### src/hw/dcr_defines.svh
`ifndef DCR_DEFINES_SVH
`define DCR_DEFINES_SVH

// register addresses as they appear in the frame header
`define DCR_ADDR_LOAD_CONTROL 7'h04
`define DCR_ADDR_KIND_POWER 7'h05
`define DCR_ADDR_RESET_STROBES 7'h06
`define DCR_ADDR_DATA_CH0 7'h07
`define DCR_NUM_CHANNELS 4

// field positions
`define DCR_LOAD_STROBE_MSB 15
`define DCR_LOAD_STROBE_LSB 12
`define DCR_KIND_MSB 15
`define DCR_KIND_LSB 12
`define DCR_POWER_MSB 11
`define DCR_POWER_LSB 8
`define DCR_DATA_CLEAR_BIT 12
`define DCR_DEVICE_RESET_BIT 8

// reset values
`define DCR_KIND_RESET 4'h0
`define DCR_POWER_RESET 4'h0

// frame lengths in serial clock cycles, and the zero-based index of the last header bit
`define DCR_FRAME_BITS_PLAIN 6'h18
`define DCR_FRAME_BITS_CHECKED 6'h20
`define DCR_HEADER_LAST_BIT 6'h07

`endif

### src/hw/dcr_pkg.sv
package dcr_pkg;

    typedef enum logic [0:0] {
        DCR_IDLE = 1'b0,
        DCR_FRAME = 1'b1
    } dcr_phase_type;

    typedef struct packed {
        logic [3:0] kind;
        logic [3:0] power;
    } dcr_chan_ctl_type;

    typedef struct packed {
        dcr_phase_type phase;
        logic [5:0] bit_count;
        logic [31:0] shift_in;
        logic [15:0] shift_out;
        logic sclk_prev;
        logic latch_pin_prev;
        logic miso;
        dcr_chan_ctl_type ctl;
        logic [3:0] dac_load;
        logic [3:0] data_write;
        logic [15:0] data_word;
        logic data_clear;
        logic device_reset;
    } dcr_state_type;

endpackage : dcr_pkg

### src/hw/dcr_regs.sv
`timescale 1ns/1ps
`default_nettype none
`include "dcr_defines.svh"

module dcr_regs (
    input wire logic CLK_SYS,
    input wire logic SYS_RST,
    input wire logic SPI_CS_N,
    input wire logic SPI_SCLK,
    input wire logic SPI_MOSI,
    output logic SPI_MISO,
    output logic SPI_MISO_OE,
    input wire logic [3:0] LATCH_TRANSPARENT_CFG,
    input wire logic FRAME_CHECK_EN,
    input wire logic OVERCURRENT_RESPONSE_CFG,
    input wire logic [3:0] OVERCURRENT_DET,
    input wire logic LATCH_LOAD_PIN,
    output logic [3:0] DAC_LOAD,
    output logic [3:0] DATA_WRITE,
    output logic [15:0] DATA_WORD,
    output logic DATA_CLEAR,
    output logic DEVICE_RESET,
    output dcr_pkg::dcr_chan_ctl_type CHANNEL_CTL
);
    import dcr_pkg::*;

    dcr_state_type s;
    dcr_state_type next_s;

    function automatic logic [6:0] frame_addr(input logic [31:0] sr, input logic checked);
        frame_addr = checked ? sr[31:25] : sr[23:17];
    endfunction : frame_addr

    function automatic logic frame_is_read(input logic [31:0] sr, input logic checked);
        frame_is_read = checked ? sr[24] : sr[16];
    endfunction : frame_is_read

    function automatic logic [15:0] frame_data(input logic [31:0] sr, input logic checked);
        frame_data = checked ? sr[23:8] : sr[15:0];
    endfunction : frame_data

    logic sclk_rise;
    logic sclk_fall;
    logic latch_pin_rise;
    logic frame_done;
    logic frame_whole;
    logic [6:0] addr;
    logic [15:0] wdata;
    logic [15:0] readback;
    logic [5:0] expected_bits;

    always_comb begin
        sclk_rise = SPI_SCLK && !s.sclk_prev;
        sclk_fall = !SPI_SCLK && s.sclk_prev;
        latch_pin_rise = LATCH_LOAD_PIN && !s.latch_pin_prev;
        expected_bits = FRAME_CHECK_EN ? `DCR_FRAME_BITS_CHECKED : `DCR_FRAME_BITS_PLAIN;
        frame_done = (s.phase == DCR_FRAME) && SPI_CS_N;
        // short or long frames are dropped whole rather than half applied
        frame_whole = (s.bit_count == expected_bits);
        addr = frame_addr(s.shift_in, FRAME_CHECK_EN);
        wdata = frame_data(s.shift_in, FRAME_CHECK_EN);
        // the header byte sits in the low bits once eight bits are in
        readback = header_readback(s.shift_in[7:1], s.ctl);
    end

    always_comb begin
        next_s = s;
        next_s.sclk_prev = SPI_SCLK;
        next_s.latch_pin_prev = LATCH_LOAD_PIN;
        next_s.data_write = 4'h0;
        next_s.data_clear = 1'b0;
        next_s.device_reset = 1'b0;
        // strobes exist only as one-cycle pulses, so nothing is left to read back
        next_s.dac_load = latch_pin_rise ? ~LATCH_TRANSPARENT_CFG : 4'h0;
        unique case (s.phase)
            DCR_IDLE: begin
                if (!SPI_CS_N) begin
                    next_s.phase = DCR_FRAME;
                    next_s.bit_count = 6'h00;
                    next_s.shift_in = 32'h0000_0000;
                    next_s.shift_out = 16'h0000;
                    next_s.miso = 1'b0;
                end
            end
            DCR_FRAME: begin
                if (sclk_rise) begin
                    next_s.shift_in = {s.shift_in[30:0], SPI_MOSI};
                    if (s.bit_count != 6'h3f) begin
                        next_s.bit_count = s.bit_count + 6'h01;
                    end
                end
                // header complete: the first fall after it puts the msb out,
                // so the host sees it before its ninth rising edge
                if (sclk_fall && s.bit_count == `DCR_HEADER_LAST_BIT + 6'h01 &&
                    frame_is_read_hdr(s.shift_in)) begin
                    next_s.miso = readback[15];
                    next_s.shift_out = {readback[14:0], 1'b0};
                end else if (sclk_fall && s.bit_count > 6'h08) begin
                    next_s.miso = s.shift_out[15];
                    next_s.shift_out = {s.shift_out[14:0], 1'b0};
                end
                if (frame_done) begin
                    next_s.phase = DCR_IDLE;
                    next_s.miso = 1'b0;
                    if (frame_whole && !frame_is_read(s.shift_in, FRAME_CHECK_EN)) begin
                        if (addr == `DCR_ADDR_LOAD_CONTROL) begin
                            next_s.dac_load = next_s.dac_load |
                                (wdata[`DCR_LOAD_STROBE_MSB:`DCR_LOAD_STROBE_LSB] &
                                 ~LATCH_TRANSPARENT_CFG);
                        end
                        if (addr == `DCR_ADDR_KIND_POWER) begin
                            next_s.ctl.kind = wdata[`DCR_KIND_MSB:`DCR_KIND_LSB];
                            next_s.ctl.power = wdata[`DCR_POWER_MSB:`DCR_POWER_LSB];
                        end
                        for (int i = 0; i < `DCR_NUM_CHANNELS; i++) begin
                            if (addr == `DCR_ADDR_DATA_CH0 + 7'(i)) begin
                                next_s.data_write[i] = 1'b1;
                                next_s.data_word = wdata;
                                next_s.dac_load[i] = next_s.dac_load[i] |
                                    LATCH_TRANSPARENT_CFG[i];
                            end
                        end
                        if (addr == `DCR_ADDR_RESET_STROBES) begin
                            if (wdata[`DCR_DATA_CLEAR_BIT]) begin
                                next_s.data_clear = 1'b1;
                                next_s.dac_load = 4'h0;
                                next_s.data_write = 4'h0;
                            end
                            if (wdata[`DCR_DEVICE_RESET_BIT]) begin
                                // frame-check, transparent-latch and overcurrent settings live outside and ignore this
                                next_s.device_reset = 1'b1;
                                next_s.dac_load = 4'h0;
                                next_s.ctl.kind = `DCR_KIND_RESET;
                                next_s.ctl.power = `DCR_POWER_RESET;
                            end
                        end
                    end
                end
            end
        endcase
        // overcurrent wins over a same-cycle host rewrite so a fault is never missed
        if (OVERCURRENT_RESPONSE_CFG) begin
            next_s.ctl.power = next_s.ctl.power & ~OVERCURRENT_DET;
        end
    end

    function automatic logic frame_is_read_hdr(input logic [31:0] sr);
        frame_is_read_hdr = sr[0];
    endfunction : frame_is_read_hdr

    // only kind and power are readable; strobes and reserved bits read 0
    function automatic logic [15:0] header_readback(
        input logic [6:0] a,
        input dcr_chan_ctl_type c
    );
        header_readback = 16'h0000;
        if (a == `DCR_ADDR_KIND_POWER) begin
            header_readback[`DCR_KIND_MSB:`DCR_KIND_LSB] = c.kind;
            header_readback[`DCR_POWER_MSB:`DCR_POWER_LSB] = c.power;
        end
    endfunction : header_readback

    always_ff @(posedge CLK_SYS or posedge SYS_RST) begin
        if (SYS_RST) begin
            s <= '0;
        end else begin
            s <= next_s;
        end
    end

    always_comb begin
        SPI_MISO = s.miso;
        SPI_MISO_OE = (s.phase == DCR_FRAME) && !SPI_CS_N;
        DAC_LOAD = s.dac_load;
        DATA_WRITE = s.data_write;
        DATA_WORD = s.data_word;
        DATA_CLEAR = s.data_clear;
        DEVICE_RESET = s.device_reset;
        CHANNEL_CTL = s.ctl;
    end

endmodule : dcr_regs
`default_nettype wire

### config.mk
export PLATFORM = sky130hd
export DESIGN_NAME = dcr_regs
export DESIGN_NICKNAME = d
export VERILOG_FILES = /design/src/hw/dcr_pkg.sv /design/src/hw/dcr_regs.sv
export VERILOG_INCLUDE_DIRS = /design/src /design/src/hw
export SDC_FILE = /design/constraint.sdc
export NUM_CORES = 1
export LEC_CHECK = 0
export ABC_AREA = 0
export BUFFER_PORTS_ARGS = -buffer_cell sky130_fd_sc_hd__buf_2
export CAP_MARGIN = 5
export CORE_ASPECT_RATIO = 0.9
export CORE_UTILIZATION = 60
export DETAILED_ROUTE_END_ITERATION = 12
export PLACE_DENSITY_LB_ADDON = 0.12
export SLEW_MARGIN = 25
export SYNTH_ARGS = -nofsm -noshare
export SYNTH_HDL_FRONTEND = slang
export SYNTH_SLANG_ARGS = --single-unit
### constraint.sdc
create_clock -name CLK_SYS -period 5.2 [get_ports CLK_SYS]
set_input_delay 0 -clock CLK_SYS [delete_from_list [all_inputs] [get_ports CLK_SYS]]
set_output_delay 0 -clock CLK_SYS [all_outputs]
set_load 0.005 [all_outputs]
# == After elaboration in Yosys (flattened, before gate mapping) ==
# Cells that the tools add are included.
# totals
reg_bits,92
input_bits,16
out_inout_bits,36
elab_cells,106
# op_classes
n_addsub,1
n_lt_le_gt_ge,1
eq_ne,16
n_mux,43
bitwise,10
n_reduce_logical,21
# ops
cell,n
16-bit two-way mux,7
55-bit case mux with 2 select lines,1
55-bit two-way mux,1
38-bit two-way mux,1
"7-bit by 3-bit == test with 1-bit output, second input constant",5
35-bit two-way mux,1
34-bit two-way mux,1
30-bit two-way mux,1
4-bit two-way mux,6
8-bit two-way mux,3
"7-bit by 4-bit == test with 1-bit output, second input constant",3
17-bit two-way mux,1
1-bit two-way mux,14
12-bit two-way mux,1
6-bit two-way mux,2
1-bit logical AND,9
4-bit AND,2
4-bit NOT,2
7-bit two-way mux,1
"6-bit by 1-bit adder with 6-bit output, second input constant",1
"6-bit by 4-bit == test with 1-bit output, second input constant",1
6-bit == test,1
"6-bit by 4-bit greater-than comparator with 1-bit output, second input constant",1
"6-bit != test, second input constant",1
other kinds (14),25

# == Longest topological paths before layout ==
# depth
word_depth,18
mapped_depth,8

# == Least setup slack after synthesis ==
# OpenSTA, ideal clock, no wires.
# synth_path
path_type,reg2reg
start,register s[85] in the netlist's numbering
end,register s[52] in the netlist's numbering
setup_time_ns,0.125
arrival_time_ns,2.026
required_ns,5.075
slack_ns,3.049
path_stages_with_launch,9
period_less_slack_ns,2.151
cell_sequence,dfrtp_1 inv_1 ha_1 or3b_1 a211o_1 a31o_1 buf_2 buf_6 mux2_4
# synth_between
elab_chain_len,5
word_cells_on_any_way,9
cone_classes,order compare (1); eq/ne (2); mux (2); reduce/logical (4)
# synth_lines
item,line,rtl
start: declaration,dcr_regs.sv:27,dcr_state_type s;
start signal: assignment,dcr_regs.sv:167,s <= next_s;
branches (longest 5 deep; another with 6-bit by 4-bit greater-than comparator with 1-bit output),n/a,
# Several ways; the timed one is not identified.
# A chain may end at the register's enable or synchronous reset.

# == Worst setup path in the final report ==
# layout_path
start,register s[91] in the netlist's numbering
end,register s (netlist bit DATA_WORD[6])
# layout_between
elab_chain_len,2
# layout_lines
item,line,rtl
1-bit logical AND,dcr_regs.sv:57,frame_done = (s.phase == DCR_FRAME) && SPI_CS_N;
4-bit AND reduction (no source line) (*),n/a,
# Mark *: on every way between the ends. The rest lies on a longest branch, timed or not.

==> results.sh <==
export IMPL_start_util=0.6258
export IMPL_period_minus_slack_ns=2.625
export IMPL_cts_tree="done"
export IMPL_hpwl_um=6608
export IMPL_fin_setup_tns_ns=0
export IMPL_ys_seq_elements=91
export IMPL_drt_iter0_drc=187
export IMPL_die_h_um=86.57
export IMPL_htreeDepth=3
export IMPL_yosys_most_used_dff="dfrtp_1"
export IMPL_leakagePower_nw=2.608
export IMPL_hold_viol_final=0
export IMPL_final_net_count=502
export IMPL_grt_max_degree=56
export IMPL_cts_buffer_depth=2
export IMPL_cts_resized=0
export IMPL_synth_mux_area_fraction=0.1115
export IMPL_crit_chain="and4b_1 -> o211ai_1 -> a2111oi_4 -> buf_4 -> mux2_2"
export IMPL_cp_required_ns=5.45
export IMPL_rsz0062_at_grt="no"
export IMPL_die_w_um=95.97
export IMPL_synthArstFlopShare=1.000
export IMPL_synth_adder_area_share=0.005248
export IMPL_tightestPinTransition_ns=1.025
export IMPL_yosys_area_share_simple=0.2034
export IMPL_wl_per_cell_um=17.36
export IMPL_startpoint_type="flop"
export IMPL_post_route_period_util=0.5048
export IMPL_arrival_ns=2.87
export IMPL_synth_nets=477
export IMPL_drive_above_1_share=0.2515
export IMPL_criticalPathCategory="flop to flop"
export IMPL_gp_congestion=0.7885
export IMPL_grt_pass1_wl_um=16670
export IMPL_end_kind="flop"
export IMPL_drv_slew=0
export IMPL_area_growth_pct=9.499
export IMPL_fin_ws_ns=2.575
export IMPL_core_mm2=0.007620
export IMPL_cp_slowest_cell="dfrtp_1"
export IMPL_gr_usage_all_layers=0.2695
export IMPL_r2r_slack_ns=2.58
export IMPL_clk_pin_slew_ns=0.09
export IMPL_synth_distinct_cells=65
export IMPL_synth_compound_area_frac=0.1031
export IMPL_final_common_cell="dfrtp_1"
export IMPL_hold_path_class="input port to asynchronous set/reset pin"
export IMPL_max_stage_delay_ns=0.73
export IMPL_ys_seq_area_frac=0.4776
export IMPL_synth_edf_count=0
export IMPL_final_setup_viol_count=0
export IMPL_post_drt_via_cell_ratio=5.891
export IMPL_status="finished clean"
export IMPL_cap_violations=0
export IMPL_io_buffers=51
export IMPL_synthXorXnorAreaFrac=0
export IMPL_antenna_found_initial=0
export IMPL_cts_buffers=9
export IMPL_syn_area_per_cell_um2=10.39
export IMPL_drt_total_wl_um=10150
export IMPL_ys_warn_count=0
export IMPL_synth_top_family_by_area="simple AND/OR/NAND/NOR gates"
export IMPL_dr_pass1_iters=5
export IMPL_post_place_ws_ns=2.621
export IMPL_route_vias_total=3446
export IMPL_drc=0
export IMPL_fmax_ghz=0.3810
export IMPL_grt_pass1_vias=3288
export IMPL_num_io_pins=52
export IMPL_synth_cells=459
export IMPL_relSlewSlack=0.3136
export IMPL_finalPower_w=0.001422
export IMPL_overflow=0
export IMPL_cts_sinks=91
export IMPL_die_area_mm2=0.008308
export IMPL_crit_fanout=20
export IMPL_final_antenna_net_count=0
export IMPL_cts_root_buf="clkbuf_8"
export IMPL_power_density_mw_per_mm2=272.3
export IMPL_final_cell_mix="dfrtp_1, nand2_1, buf_2"
export IMPL_ir_drop_v=0.0001870
export IMPL_clock_latency_ns=0.36
export IMPL_rows=30
export IMPL_skew_ns=0.01087
export IMPL_synth_area_mm2=0.004768
export IMPL_diodes=0
[where the power goes]
part | switching [W] | internal (W)
clock network | 0.000253 | 0.000348
logic | 0.0000580 | 0.0000369
registers | 0.0000101 | 0.000715
total | 0.000321 | 0.00110
[cells by family (layout without fill, tap and decap cells)]
family | Yosys count | count (layout)
flops | 91 | 91
fa+ha+maj | 2 | 2
mux | 46 | 46
buf+inv | 81 | 111
simple gates | 181 | 181
compound gates | 58 | 58
[flip-flops by register name, indices dropped and copies added, names as in the netlist]
register,count
SPI_MISO,1
DATA_WRITE,4
CHANNEL_CTL,8
s,56
DATA_WORD,16
DEVICE_RESET,1
DAC_LOAD,4
DATA_CLEAR,1
[synthesized netlist by cell type (2+ instances only)]
cell type	instances	area share
o22ai_1	2	0.0026
mux2_4	8	0.025
nor2b_1	3	0.0039
nor4b_1	3	0.0055
a21oi_1	6	0.0063
o21ai_0	5	0.0052
or3_1	4	0.0052
nor3_1	5	0.0052
nor2_1	6	0.0047
buf_2	6	0.0063
clkbuf_1	16	0.013
dfrtp_1	91	0.48
and3b_1	4	0.0073
a311oi_1	2	0.0037
a32o_1	7	0.015
nor3b_1	4	0.0063
and2_1	4	0.0052
mux2i_1	13	0.027
nand4_1	2	0.0026
nor4_1	5	0.0066
o22ai_2	2	0.0052
o31ai_1	4	0.0063
nand2_1	83	0.065
and4bb_2	2	0.0052
and4b_1	2	0.0042
buf_4	32	0.050
nand2b_1	3	0.0039
ha_1	2	0.0052
nand3b_1	3	0.0047
a31oi_1	9	0.012
a22oi_1	2	0.0031
nand3_1	37	0.039
mux2_2	25	0.059
buf_6	4	0.0094
inv_1	22	0.017
a2111oi_0	2	0.0037
[final cells by class]
cell class | instances | area [µm²]
flip-flops and latches | 91 | 2277
clock buffers | 11 | 151.4
repair buffers | 73 | 462.9
inverters | 22 | 83.83
multi-input cells | 287 | 2018
fillers | 608 | 2399
well taps | 96 | 120.1
clock inverters | 5 | 107.6
[metrics by stage]
step	hold WS, ns	utilization	instance area (µm²)	cells
after floorplan	0.03143	-	4768	459
after global placement	0.08532	0.6289	4792	552
after detailed placement	0.09758	0.6289	4792	552
after CTS	0.2441	0.6852	5221	585
after global routing	0.2764	0.6852	5221	585
final	0.2399	0.6852	5221	585
[critical path, delay by kind of cell (launching register included)]
| kind | cells | cell delay [ns] |
|---|---|---|
| buf+inv | 1 | 0.33 |
| mux | 1 | 0.37 |
| compound gates | 2 | 0.74 |
| simple gates | 1 | 0.32 |
| flops | 1 | 0.73 |
[path summary, 6_finish.rpt]
path,from,end,cells after the start
worst max-delay path,s[91]$_DFF_PP0_,DATA_WORD[6]$_DFFE_PP0P_,5
worst min-delay path,SYS_RST,DATA_WORD[2]$_DFFE_PP0P_,3
worst max register to register,s[91]$_DFF_PP0_,DATA_WORD[6]$_DFFE_PP0P_,5
worst min register to register,s[38]$_DFFE_PP0P_,s[38]$_DFFE_PP0P_,2
max in group asynchronous,SYS_RST,s[88]$_DFFE_PP0P_,4
min in group CLK_SYS,LATCH_LOAD_PIN,s[35]$_DFF_PP0_,2
[layer usage]
layer	vias to the layer above	part of all wire	global-route usage
li1	1639	-	-
met1	1701	0.46	0.3703
met2	93	0.49	0.4273
met3	13	0.039	0.07105
met4	0	0.014	0.06920
met5	-	0	0
[what timing repair did]
| item | 4_1_cts | 5_1_grt |
|---|---|---|
| hold buffers | 17 | 0 |
| buffers inserted | 0 | 0 |
| hold endpoints to repair | 48 | 0 |
(Power assumes the default switching activity.)
